**config.mk**
```make
export PLATFORM = sky130hd
export DESIGN_NAME = miw_irq_wake
export DESIGN_NICKNAME = d
export VERILOG_FILES = /design/src/design/miw_pkg.sv /design/src/design/miw_flag.sv /design/src/design/miw_irq_wake.sv
export SDC_FILE = /design/constraint.sdc
export NUM_CORES = 1
export LEC_CHECK = 0
export CAP_MARGIN = 20
export CORE_ASPECT_RATIO = 1.2
export CORE_UTILIZATION = 52
export CTS_BUF_LIST = sky130_fd_sc_hd__clkbuf_2 sky130_fd_sc_hd__clkbuf_4 sky130_fd_sc_hd__clkbuf_8
export DETAILED_ROUTE_END_ITERATION = 12
export DONT_BUFFER_PORTS = 1
export GPL_ROUTABILITY_DRIVEN = 0
export PLACE_DENSITY = 0.67
export SLEW_MARGIN = 20
export SYNTH_ARGS = -nofsm -noshare
export SYNTH_HDL_FRONTEND = slang
export SYNTH_SLANG_ARGS = --single-unit
export TNS_END_PERCENT = 20
```
**constraint.sdc**
```tcl
create_clock -name i_core_clk -period 2.7 [get_ports i_core_clk]
set_input_delay 0.135 -clock i_core_clk [delete_from_list [all_inputs] [get_ports i_core_clk]]
set_output_delay 0.135 -clock i_core_clk [all_outputs]
set_load 0.03 [all_outputs]
```
**src/design/miw_pkg.sv**
```systemverilog
// Shared constants, types and register map of the interrupt and power wake block
package miw_pkg;

  // Clock and timing
  localparam int CLK_FREQ_MHZ = 200;
  localparam int WAKE_TIME_US = 16000;
  localparam int WAKE_CYCLES = WAKE_TIME_US * CLK_FREQ_MHZ;
  localparam int GUARD_MCYCLES = 2;

  // Register port geometry
  localparam int ADDR_W = 4;
  localparam int DATA_W = 8;

  // Register offsets
  localparam logic [3:0] ADDR_IE = 4'h0;
  localparam logic [3:0] ADDR_FLAGS = 4'h1;
  localparam logic [3:0] ADDR_CTRL = 4'h2;
  localparam logic [3:0] ADDR_STATUS = 4'h3;

  // Enable register fields, also the vector numbering
  localparam int IE_EXT0 = 0;
  localparam int IE_TMR0 = 1;
  localparam int IE_EXT1 = 2;
  localparam int IE_TMR1 = 3;
  localparam int IE_SER = 4;
  localparam int IE_TMR2 = 5;
  localparam int IE_GLOBAL = 7;
  localparam int NUM_VECTORS = 6;
  localparam logic [7:0] IE_RESET = 8'h00;
  localparam logic [7:0] IE_WMASK = 8'hbf;

  // Flag register fields
  localparam int FLG_EXT0 = 0;
  localparam int FLG_EXT1 = 1;
  localparam int FLG_TMR0 = 2;
  localparam int FLG_TMR1 = 3;
  localparam int FLG_TMR2_OVF = 4;
  localparam int FLG_TMR2_EXT = 5;
  localparam int FLG_SPI = 6;
  localparam int NUM_FLAGS = 7;

  // Control register fields
  localparam int CTRL_EXT0_EDGE = 0;
  localparam int CTRL_EXT1_EDGE = 1;
  localparam int CTRL_SPI_IE = 2;
  localparam int CTRL_IDLE = 3;
  localparam int CTRL_PDOWN = 4;
  localparam logic [2:0] CTRL_RESET = 3'h0;

  // Status register fields
  localparam int STAT_IDLE = 6;
  localparam int STAT_PDOWN = 7;

  // Peripheral event pulses
  typedef struct packed {
    logic tmr0_ovf;
    logic tmr1_ovf;
    logic tmr2_ovf;
    logic tmr2_ext_edge;
    logic spi_done;
  } miw_evt_s;

  // Timer 2 operating mode levels
  typedef struct packed {
    logic updown;
    logic baud;
  } miw_t2mode_s;

  // UART flag levels
  typedef struct packed {
    logic rx_flag;
    logic tx_flag;
  } miw_uart_s;

  typedef enum logic [2:0] {
    MIW_RUN,
    MIW_IDLE,
    MIW_PDOWN,
    MIW_RESTART,
    MIW_GUARD
  } miw_pwr_e;

endpackage

```
**src/design/miw_flag.sv**
```systemverilog
// One sticky event flag with set, clear and toggle
`timescale 1ns/10ps
`default_nettype none
module miw_flag (
  input wire logic i_core_clk,
  input wire logic i_rst_n,
  input wire logic i_set,
  input wire logic i_clr,
  input wire logic i_toggle,
  output logic o_flag
);

  // Set beats clear so an event in the clearing cycle survives
  always_ff @(posedge i_core_clk) begin
    if (!i_rst_n) begin
      o_flag <= 1'b0;
    end else if (i_set) begin
      o_flag <= 1'b1;
    end else if (i_toggle) begin
      o_flag <= ~o_flag;
    end else if (i_clr) begin
      o_flag <= 1'b0;
    end
  end

endmodule
`default_nettype wire

```
**src/design/miw_irq_wake.sv**
```systemverilog
// Interrupt enable, request gating and idle/power-down wake control
//
// Local design decisions: the address-and-strobe port and the register offsets.
`timescale 1ns/10ps
`default_nettype none
module miw_irq_wake #(
  parameter int WAKE_CYCLES = miw_pkg::WAKE_CYCLES,
  parameter int GUARD_MCYCLES = miw_pkg::GUARD_MCYCLES
) (
  input wire logic i_core_clk,
  input wire logic i_rst_n,
  input wire logic [miw_pkg::ADDR_W-1:0] i_addr,
  input wire logic [miw_pkg::DATA_W-1:0] i_wdata,
  input wire logic i_wr,
  input wire logic i_rd,
  output logic [miw_pkg::DATA_W-1:0] o_rdata,
  input wire logic [1:0] i_ext_irq_pin_n,
  input wire miw_pkg::miw_evt_s i_evt,
  input wire miw_pkg::miw_t2mode_s i_t2_mode,
  input wire miw_pkg::miw_uart_s i_uart,
  input wire logic i_spi_slave,
  input wire logic i_mcycle_start,
  input wire logic [miw_pkg::NUM_VECTORS-1:0] i_vector_ack,
  input wire logic i_reset_pin,
  input wire logic i_ext_prog_mem,
  input wire logic i_ale,
  input wire logic i_program_store_strobe,
  input wire logic [7:0] i_port2_addr,
  input wire logic [7:0] i_port2_data,
  output logic [miw_pkg::NUM_VECTORS-1:0] o_irq_req,
  output logic o_irq_pending,
  output logic o_core_halt,
  output logic o_osc_stop,
  output logic o_ram_wr_inhibit,
  output logic o_core_reset,
  output logic o_ale,
  output logic o_program_store_strobe,
  output logic o_port0_float,
  output logic [7:0] o_port2
);

  localparam int CNT_W = $clog2(WAKE_CYCLES + 1);
  localparam logic [CNT_W-1:0] WAKE_LOAD = CNT_W'(WAKE_CYCLES - 1);
  localparam logic [1:0] GUARD_LOAD = 2'(GUARD_MCYCLES - 1);

  logic [7:0] interrupt_enable_mask;
  logic ext0_edge_mode;
  logic ext1_edge_mode;
  logic spi_irq_enable;
  logic [1:0] ext_pin_prev_n;
  logic [1:0] polled_tmr;
  logic [miw_pkg::NUM_FLAGS-1:0] flags;
  logic [miw_pkg::NUM_FLAGS-1:0] flag_set;
  logic [miw_pkg::NUM_FLAGS-1:0] flag_clr;
  logic [miw_pkg::NUM_FLAGS-1:0] flag_tog;
  logic [miw_pkg::NUM_VECTORS-1:0] src;
  logic [miw_pkg::NUM_VECTORS-1:0] wake_src;
  logic [miw_pkg::NUM_VECTORS-1:0] req;
  logic [CNT_W-1:0] wake_cnt;
  logic [1:0] guard_cnt;
  logic [1:0] ext_fall;
  logic global_irq_enable;
  logic spi_src;
  logic uart_src;
  logic timer2_req;
  logic idle_wake;
  logic pdown_wake;
  logic wr_ie;
  logic wr_flags;
  logic wr_ctrl;
  logic enter_idle;
  logic enter_pdown;
  logic in_idle_pins;
  logic in_pdown_pins;
  miw_pkg::miw_pwr_e pwr_state;
  miw_pkg::miw_pwr_e next_pwr_state;

  assign wr_ie = i_wr && (i_addr == miw_pkg::ADDR_IE);
  assign wr_flags = i_wr && (i_addr == miw_pkg::ADDR_FLAGS);
  assign wr_ctrl = i_wr && (i_addr == miw_pkg::ADDR_CTRL);
  assign global_irq_enable = interrupt_enable_mask[miw_pkg::IE_GLOBAL];

  // Unimplemented bit 6 is never stored, so a stray one reads back as zero
  always_ff @(posedge i_core_clk) begin
    if (!i_rst_n) begin
      interrupt_enable_mask <= miw_pkg::IE_RESET;
    end else if (wr_ie) begin
      interrupt_enable_mask <= i_wdata & miw_pkg::IE_WMASK;
    end
  end

  always_ff @(posedge i_core_clk) begin
    if (!i_rst_n) begin
      {spi_irq_enable, ext1_edge_mode, ext0_edge_mode} <= miw_pkg::CTRL_RESET;
    end else if (wr_ctrl) begin
      ext0_edge_mode <= i_wdata[miw_pkg::CTRL_EXT0_EDGE];
      ext1_edge_mode <= i_wdata[miw_pkg::CTRL_EXT1_EDGE];
      spi_irq_enable <= i_wdata[miw_pkg::CTRL_SPI_IE];
    end
  end

  // External pin falling edges for edge-triggered mode
  always_ff @(posedge i_core_clk) begin
    if (!i_rst_n) begin
      ext_pin_prev_n <= 2'h3;
    end else begin
      ext_pin_prev_n <= i_ext_irq_pin_n;
    end
  end

  assign ext_fall = ext_pin_prev_n & ~i_ext_irq_pin_n;

  // Flag set, clear and toggle terms
  always_comb begin
    flag_set = '0;
    flag_clr = '0;
    flag_tog = '0;
    flag_set[miw_pkg::FLG_EXT0] = ext_fall[0] && ext0_edge_mode;
    flag_set[miw_pkg::FLG_EXT1] = ext_fall[1] && ext1_edge_mode;
    flag_set[miw_pkg::FLG_TMR0] = i_evt.tmr0_ovf;
    flag_set[miw_pkg::FLG_TMR1] = i_evt.tmr1_ovf;
    flag_set[miw_pkg::FLG_TMR2_OVF] = i_evt.tmr2_ovf && !i_t2_mode.baud;
    flag_set[miw_pkg::FLG_TMR2_EXT] = i_evt.tmr2_ext_edge && !i_t2_mode.updown;
    flag_tog[miw_pkg::FLG_TMR2_EXT] = i_evt.tmr2_ovf && i_t2_mode.updown;
    flag_set[miw_pkg::FLG_SPI] = i_evt.spi_done;
    if (wr_flags) begin
      flag_clr = i_wdata[miw_pkg::NUM_FLAGS-1:0];
    end
    // Hardware clears only the timer 0/1 and edge flags on vectoring
    flag_clr[miw_pkg::FLG_EXT0] = flag_clr[miw_pkg::FLG_EXT0] || i_vector_ack[miw_pkg::IE_EXT0];
    flag_clr[miw_pkg::FLG_EXT1] = flag_clr[miw_pkg::FLG_EXT1] || i_vector_ack[miw_pkg::IE_EXT1];
    flag_clr[miw_pkg::FLG_TMR0] = flag_clr[miw_pkg::FLG_TMR0] || i_vector_ack[miw_pkg::IE_TMR0];
    flag_clr[miw_pkg::FLG_TMR1] = flag_clr[miw_pkg::FLG_TMR1] || i_vector_ack[miw_pkg::IE_TMR1];
    // Timer 2 flags are left for software to clear
  end

  genvar gi;
  generate
    for (gi = 0; gi < miw_pkg::NUM_FLAGS; gi++) begin : g_flag
      miw_flag u_flag (
        .i_core_clk(i_core_clk),
        .i_rst_n(i_rst_n),
        .i_set(flag_set[gi]),
        .i_clr(flag_clr[gi]),
        .i_toggle(flag_tog[gi]),
        .o_flag(flags[gi])
      );
    end
  endgenerate

  // Timer 0/1 flags reach the request only at the next machine cycle start
  always_ff @(posedge i_core_clk) begin
    if (!i_rst_n) begin
      polled_tmr <= 2'h0;
    end else if (i_mcycle_start) begin
      polled_tmr <= {flags[miw_pkg::FLG_TMR1], flags[miw_pkg::FLG_TMR0]};
    end else begin
      polled_tmr <= polled_tmr & {flags[miw_pkg::FLG_TMR1], flags[miw_pkg::FLG_TMR0]};
    end
  end

  // Request sources, one per vector
  assign spi_src = flags[miw_pkg::FLG_SPI] && spi_irq_enable;
  assign uart_src = i_uart.rx_flag || i_uart.tx_flag;
  // In up/down mode the external flag is a count bit, not a request
  assign timer2_req = flags[miw_pkg::FLG_TMR2_OVF] ||
                      (flags[miw_pkg::FLG_TMR2_EXT] && !i_t2_mode.updown);

  always_comb begin
    src = '0;
    src[miw_pkg::IE_EXT0] = ext0_edge_mode ? flags[miw_pkg::FLG_EXT0] : !i_ext_irq_pin_n[0];
    src[miw_pkg::IE_EXT1] = ext1_edge_mode ? flags[miw_pkg::FLG_EXT1] : !i_ext_irq_pin_n[1];
    src[miw_pkg::IE_TMR0] = polled_tmr[0];
    src[miw_pkg::IE_TMR1] = polled_tmr[1];
    src[miw_pkg::IE_SER] = uart_src || spi_src;
    src[miw_pkg::IE_TMR2] = timer2_req;
    wake_src = src;
    // A master SPI transfer cannot wake an idle core
    wake_src[miw_pkg::IE_SER] = uart_src || (spi_src && i_spi_slave);
  end

  assign req = global_irq_enable ?
               (src & interrupt_enable_mask[miw_pkg::NUM_VECTORS-1:0]) : '0;
  assign o_irq_req = req;
  assign o_irq_pending = |req;

  assign idle_wake = global_irq_enable &&
                     |(wake_src & interrupt_enable_mask[miw_pkg::NUM_VECTORS-1:0]);
  // Clock is stopped in power-down, so only a held low level can wake it
  assign pdown_wake = global_irq_enable &&
                      ((interrupt_enable_mask[miw_pkg::IE_EXT0] && !ext0_edge_mode &&
                        !i_ext_irq_pin_n[0]) ||
                       (interrupt_enable_mask[miw_pkg::IE_EXT1] && !ext1_edge_mode &&
                        !i_ext_irq_pin_n[1]));

  assign enter_idle = wr_ctrl && i_wdata[miw_pkg::CTRL_IDLE];
  assign enter_pdown = wr_ctrl && i_wdata[miw_pkg::CTRL_PDOWN];

  always_comb begin
    next_pwr_state = pwr_state;
    case (pwr_state)
      miw_pkg::MIW_RUN: begin
        if (enter_pdown) begin
          next_pwr_state = miw_pkg::MIW_PDOWN;
        end else if (enter_idle) begin
          next_pwr_state = miw_pkg::MIW_IDLE;
        end
      end
      miw_pkg::MIW_IDLE: begin
        if (i_reset_pin) begin
          next_pwr_state = miw_pkg::MIW_GUARD;
        end else if (idle_wake) begin
          next_pwr_state = miw_pkg::MIW_RUN;
        end
      end
      miw_pkg::MIW_PDOWN: begin
        if (i_reset_pin) begin
          next_pwr_state = miw_pkg::MIW_RUN;
        end else if (pdown_wake) begin
          next_pwr_state = miw_pkg::MIW_RESTART;
        end
      end
      miw_pkg::MIW_RESTART: begin
        if (i_reset_pin) begin
          next_pwr_state = miw_pkg::MIW_RUN;
        end else if (wake_cnt == '0) begin
          next_pwr_state = miw_pkg::MIW_RUN;
        end
      end
      miw_pkg::MIW_GUARD: begin
        if (i_mcycle_start && guard_cnt == 2'h0) begin
          next_pwr_state = miw_pkg::MIW_RUN;
        end
      end
      default: begin
        next_pwr_state = miw_pkg::MIW_RUN;
      end
    endcase
  end

  always_ff @(posedge i_core_clk) begin
    if (!i_rst_n) begin
      pwr_state <= miw_pkg::MIW_RUN;
    end else begin
      pwr_state <= next_pwr_state;
    end
  end

  // Oscillator restart delay before the service routine may start
  always_ff @(posedge i_core_clk) begin
    if (!i_rst_n) begin
      wake_cnt <= '0;
    end else if (pwr_state == miw_pkg::MIW_PDOWN) begin
      wake_cnt <= WAKE_LOAD;
    end else if (pwr_state == miw_pkg::MIW_RESTART && wake_cnt != '0) begin
      wake_cnt <= wake_cnt - CNT_W'(1);
    end
  end

  // Machine cycles the core may still run after a reset ends idle
  always_ff @(posedge i_core_clk) begin
    if (!i_rst_n) begin
      guard_cnt <= 2'h0;
    end else if (pwr_state != miw_pkg::MIW_GUARD) begin
      guard_cnt <= GUARD_LOAD;
    end else if (i_mcycle_start && guard_cnt != 2'h0) begin
      guard_cnt <= guard_cnt - 2'h1;
    end
  end

  // Core reset follows the guard window, or immediately out of power-down
  always_ff @(posedge i_core_clk) begin
    if (!i_rst_n) begin
      o_core_reset <= 1'b0;
    end else begin
      o_core_reset <= (pwr_state == miw_pkg::MIW_GUARD && next_pwr_state == miw_pkg::MIW_RUN) ||
                      ((pwr_state == miw_pkg::MIW_PDOWN || pwr_state == miw_pkg::MIW_RESTART) &&
                       i_reset_pin);
    end
  end

  assign in_idle_pins = (pwr_state == miw_pkg::MIW_IDLE);
  assign in_pdown_pins = (pwr_state == miw_pkg::MIW_PDOWN) ||
                         (pwr_state == miw_pkg::MIW_RESTART);

  // Core halted in both modes, peripherals keep running in idle
  always_ff @(posedge i_core_clk) begin
    if (!i_rst_n) begin
      o_core_halt <= 1'b0;
      o_osc_stop <= 1'b0;
      o_ram_wr_inhibit <= 1'b0;
    end else begin
      o_core_halt <= (next_pwr_state == miw_pkg::MIW_IDLE) || (next_pwr_state == miw_pkg::MIW_PDOWN) ||
                     (next_pwr_state == miw_pkg::MIW_RESTART);
      o_osc_stop <= (next_pwr_state == miw_pkg::MIW_PDOWN);
      // Port writes stay allowed in the guard window; only RAM is protected
      o_ram_wr_inhibit <= (next_pwr_state == miw_pkg::MIW_GUARD) ||
                          (next_pwr_state == miw_pkg::MIW_PDOWN) ||
                          (next_pwr_state == miw_pkg::MIW_RESTART);
    end
  end

  // Pin states in the low-power modes
  always_ff @(posedge i_core_clk) begin
    if (!i_rst_n) begin
      o_ale <= 1'b1;
      o_program_store_strobe <= 1'b1;
      o_port0_float <= 1'b0;
      o_port2 <= 8'h00;
    end else begin
      o_ale <= in_idle_pins ? 1'b1 : (in_pdown_pins ? 1'b0 : i_ale);
      o_program_store_strobe <= in_idle_pins ? 1'b1 : (in_pdown_pins ? 1'b0 : i_program_store_strobe);
      o_port0_float <= i_ext_prog_mem && (in_idle_pins || in_pdown_pins);
      if (i_ext_prog_mem && in_idle_pins) begin
        o_port2 <= i_port2_addr;
      end else if (in_pdown_pins) begin
        o_port2 <= i_port2_data;
      end else begin
        o_port2 <= i_ext_prog_mem ? i_port2_addr : i_port2_data;
      end
    end
  end

  // Read data stands only in the cycle after the strobe
  always_ff @(posedge i_core_clk) begin
    if (!i_rst_n) begin
      o_rdata <= 8'h00;
    end else if (i_rd) begin
      case (i_addr)
        miw_pkg::ADDR_IE: o_rdata <= interrupt_enable_mask;
        miw_pkg::ADDR_FLAGS: o_rdata <= {1'b0, flags};
        miw_pkg::ADDR_CTRL: begin
          o_rdata <= 8'h00;
          o_rdata[miw_pkg::CTRL_EXT0_EDGE] <= ext0_edge_mode;
          o_rdata[miw_pkg::CTRL_EXT1_EDGE] <= ext1_edge_mode;
          o_rdata[miw_pkg::CTRL_SPI_IE] <= spi_irq_enable;
          o_rdata[miw_pkg::CTRL_IDLE] <= in_idle_pins;
          o_rdata[miw_pkg::CTRL_PDOWN] <= in_pdown_pins;
        end
        miw_pkg::ADDR_STATUS: begin
          o_rdata <= {in_pdown_pins, in_idle_pins, req};
        end
        default: o_rdata <= 8'h00;
      endcase
    end else begin
      o_rdata <= 8'h00;
    end
  end

endmodule
`default_nettype wire

```
# ---- Word-level counts from Yosys, hierarchy flattened
# Index checks and enable logic that the tools add are counted.
dict set report classes {
  n_reduce_logical 70
  muxes 40
  bitwise_logic 7
  addsub 2
  eq_ne 12
}
# operator count
set ops {}
lappend ops {{two-way mux 22 bit} 2}
lappend ops {{case mux 8 bit (4 select lines)} 1}
lappend ops {{two-way mux 3 bit} 9}
lappend ops {{logical AND 1 bit} 26}
lappend ops {{two-way mux 8 bit} 3}
lappend ops {{logical NOT 22 bit} 1}
lappend ops {{nonzero test 22 bit} 1}
lappend ops {{subtractor 22 x 1 -> 22 bit, second input constant} 1}
lappend ops {{two-way mux 1 bit} 21}
lappend ops {{nonzero test 2 bit} 9}
lappend ops {{logical OR 1 bit} 16}
lappend ops {{case mux 3 bit (5 select lines)} 1}
lappend ops {{bitwise AND 6 bit} 2}
lappend ops {{equality test 3 x 2 -> 1 bit, second input constant} 4}
lappend ops {{OR reduction 6 bit} 2}
lappend ops {{equality test 4 x 2 -> 1 bit, second input constant} 2}
lappend ops {{two-way mux 7 bit} 1}
lappend ops {{equality test 3 x 1 -> 1 bit, second input constant} 2}
lappend ops {{equality test 3 bit, second input constant} 2}
lappend ops {{logical NOT 1 bit} 6}
lappend ops {{logical NOT 3 bit} 2}
lappend ops {{two-way mux 6 bit} 1}
lappend ops {{OR reduction 2 bit} 3}
lappend ops {{bitwise AND 2 bit} 2}
lappend ops {{other kinds (10)} 11}
dict set report word_totals {
  register_bits 71
  in_bits 55
  out_inout_bits 30
  elab_cells 158
}

# ---- Depth between registers and ports, before layout
dict set report logic_depth {
  depth_word 12
  depth_mapped 8
}

# ---- Hierarchy
# From an unflattened synthesis, not the netlist that was laid out.
dict set report hier_totals {
  cells_unflattened 378
  hier_area_um2 3405.8
}
# module instances area_per_inst_um2 seq_area_each_um2 cells_each
set modules_own_cells {}
lappend modules_own_cells {miw_irq_wake 1 3108.0 1281.2 350}
lappend modules_own_cells {miw_flag 7 42.5 20.0 4}

# ---- Worst setup path after synthesis
# Ideal clock, no wire load.
dict set report synth_path {
  kind {register to register}
  startpoint {reg wake_cnt[6]}
  endpoint {reg wake_cnt[19]}
  synth_period_minus_slack_ns 2.283
  path_slack_ns 0.417
  stages_incl_launch_ff 8
  arrival_time_ns 2.160
  setup_time_ns 0.123
  t_required_ns 2.577
  cell_sequence {dfxtp_1 or4_1 buf_2 or4_4 buf_6 o211ai_4 nor4_1 mux2_1}
}
dict set report synth_between {
  elab_chain_len 2
}
# item line_no
set synth_lines {}
lappend synth_lines {{start: declaration} miw_irq_wake.sv:59} ;# logic [CNT_W-1:0] wake_cnt;
lappend synth_lines {{start signal: assignment} miw_irq_wake.sv:256} ;# wake_cnt <= wake_cnt - CNT_W'(1);
lappend synth_lines {{parallel branches: the longest is 2 deep, another holds subtractor 22 x 1 -> 22 bit} -}
# Parallel ways; which one is timed is not known.
# A chain may end at the register's enable or synchronous reset.

# ---- Worst setup path after layout
# Ends and elaborated chain as after synthesis.

==> qor.csv <==
metric;value;unit
outcome;completed;
H-tree Lvls;3;
IO Count;85;
DRT iter0 DRCs;150;
tightest hold margin;12.65;ps
critical path type;reg -> reg;
final worst path period share;89.78;%
largest family of logic cells by synthesized area;simple AND/OR/NAND/NOR gates;
mean area per synthesized cell;8.434;sq um
Placed Area;3349;sq um
Worst Hold Launch;i_addr[1];
Critical path origin;wake_cnt[6];
Seq/Total Area, Yosys;43.21;%
chip height;89.13;um
reg2reg path depth;5;
Post-synth ARST share;0;%
main area contributors after synthesis;dfxtp_1 (43%), a21oi_1 (5.2%), nand2_1 (4.8%);
clk root buf;clkbuf_8;
cts bufs inserted;9;
Synth cell types;54;
grt total ovfl;0;
Mapped Nets;447;
R2R Setup Slk;280;ps
Diodes inserted;0;
RSZ-0062 raised after global routing;no;
Worst-Skew Late Latency;350;ps
endpoint class of the critical path;flop;
Layout Cells excl Fill;514;
WL final;8582;um
Crit path required time;2940;ps
cell row count;31;
FF-to-FF End;wake_cnt[19];
port bufs;0;
Hold WC Path Type;in -> reg;
pin count of the biggest net entering global routing;19;
Setup TNS;0;ps
CTS Sinks;71;
Layout Area Growth over Synthesis;22.02;%
hold_buf cts;42;
maximum vdd drop;334.2;uV
Synth area leader;dfxtp_1;
area share of the largest cell type after synthesis;43.21;%
nets;485;
Setup Fix Bufs, Post-CTS;0;
mapped cell area;3289;sq um
Final HPWL DP;5505;um
final hold violation count;0;
number of synthesized flops with an enable pin;0;
Top FF cell, synth;dfxtp_1;
Initial Util;54.02;%
Post-Synthesis Cells;390;
Synth Area in Compound Gates;18.03;%
Die Wd;74.61;um
initial antenna violation count;0;
Worst-Margin Slew;948.6;ps
layout cells sized above 1;7.639;%
register bit total from synthesis;71;
# DRC;0;
core area;6090;sq um
Detail Route Antenna Nets;0;
static leakage;1.529;nW
pwr/cell area;578.3;nW/um^2
# setup viols final;0;
fin. max-slew vios;0;
Period minus WS final;2424;ps
multiplexer share of the synthesized area;4.526;%
first-pass GRT wire length;13240;um
Routed wire per std cell;16.70;um
CTS tree;done;
Detailed Routing Iterations Pass 1;4;
Layout Skew;8.841;ps
YS warnings;0;
Max-cap violations;0;
die area;6649;sq um
design area;4014;sq um
global router's overall resource usage;26.44;%
Bufs on Longest Clock Path;2;
startpoint class of the critical path;flop;
most frequent cells in the layout;dfxtp_1 (71), nand2_1 (42), dlygate4sd3_1 (42);
Peak Freq;412.5;MHz
vias in the first global route;2844;
r2r startpoint;wake_cnt[6];
Placed Instances;457;
CTS resizes;0;
Post-Synth XOR/XNOR Area;2.663;%
WHS Endpoint;o_rdata[6];
headroom to the max-slew limit;36.09;%
Critical Path Fanout Max;7;
total chip power;2.321;mW
Synth Area in Adders;0.7607;%
hold path cells;2;
Worst EP arrival;2660;ps
Clk pin slew, worst setup/hold paths;80;ps
Via density;5.924;
Post-Synth Simple-Gate Area;26.89;%
Vias;3045;
commonest non-fill, non-tap cell in the layout;dfxtp_1;
==> how the worst max path moves through the flow <==
stage                              end  slack (ps)  cells past startpoint
final                     wake_cnt[19]         280                      5
after global routing      wake_cnt[19]         200                      5
after CTS                 wake_cnt[19]         300                      5
after detailed placement  wake_cnt[19]         300                      5
after global placement    wake_cnt[19]         350                      5
after floorplan           wake_cnt[19]         420                      7
==> kinds of logic after synthesis <==
family / count (synthesis)
simple gates: 173
compound gates: 91
flops: 71
buf+inv: 32
mux: 11
xor+xnor: 10
fa+ha+maj: 2
==> report_power, final <==
part / internal, mW / total [mW] / switching (mW)
Sequential: 1.07 / 1.11 / 0.0382
Combinational: 0.0855 / 0.167 / 0.0817
Clock: 0.635 / 1.05 / 0.410
==> cells in the mapped netlist, drive strengths merged (5+ instances only) <==
cell,instances
nand3,25
a21oi,34
or4,5
a31oi,10
nand2,42
nor3b,6
nor3,9
and3,5
dfxtp,71
or2,5
xor2,8
mux2i,7
clkbuf,19
nor2b,10
inv,10
and2,5
nor4,6
o21ai,12
or3,6
nor2,34
nand2b,6
a211oi,6
==> layer usage <==
metal | global-route usage [%] | share of wire, % | vias to the layer above | wire length (um)
met5 | 0 | 0 | - | 0
met3 | 5.862 | 4.9 | 23 | 418
met2 | 47.09 | 52 | 94 | 4421
met4 | 12.86 | 2.6 | 0 | 221
li1 | - | - | 1478 | -
met1 | 29.44 | 41 | 1450 | 3521
==> state kept, by name, summed over array words and instances (netlist names), 2 cells and up <==
| signal | count |
|---|---|
| o_port2 | 8 |
| guard_cnt | 2 |
| polled_tmr | 2 |
| interrupt_enable_mask | 7 |
| ext_pin_prev_n | 2 |
| g_flag.u_flag.o_flag | 7 |
| o_rdata | 8 |
| wake_cnt | 22 |
| pwr_state | 3 |
==> worst max-delay path, cell delays in order, from the launching register on <==
cell	delay, ps
dfxtp_1	360
or4_1	670
or4_4	600
o211ai_4	280
nor4_1	90
mux2_1	310
==> stage by stage <==
| step | util, % | setup WS (ps) |
|---|---|---|
| after floorplan | - | 416.5 |
| after global placement | 55.00 | 347.7 |
| after detailed placement | 55.00 | 304.8 |
| after CTS | 65.91 | 295.8 |
| after global routing | 65.91 | 202.6 |
| final | 65.91 | 275.8 |
==> cell type report <==
class,instances,area (sq um)
inverters,11,41.29
repair buffers,48,465.4
multi-input cells,287,1739
well taps,82,102.6
clock inverters,5,106.4
fillers,522,2076
clock buffers,10,137.6
flip-flops and latches,71,1421
Power figures use the tool's default switching activity.
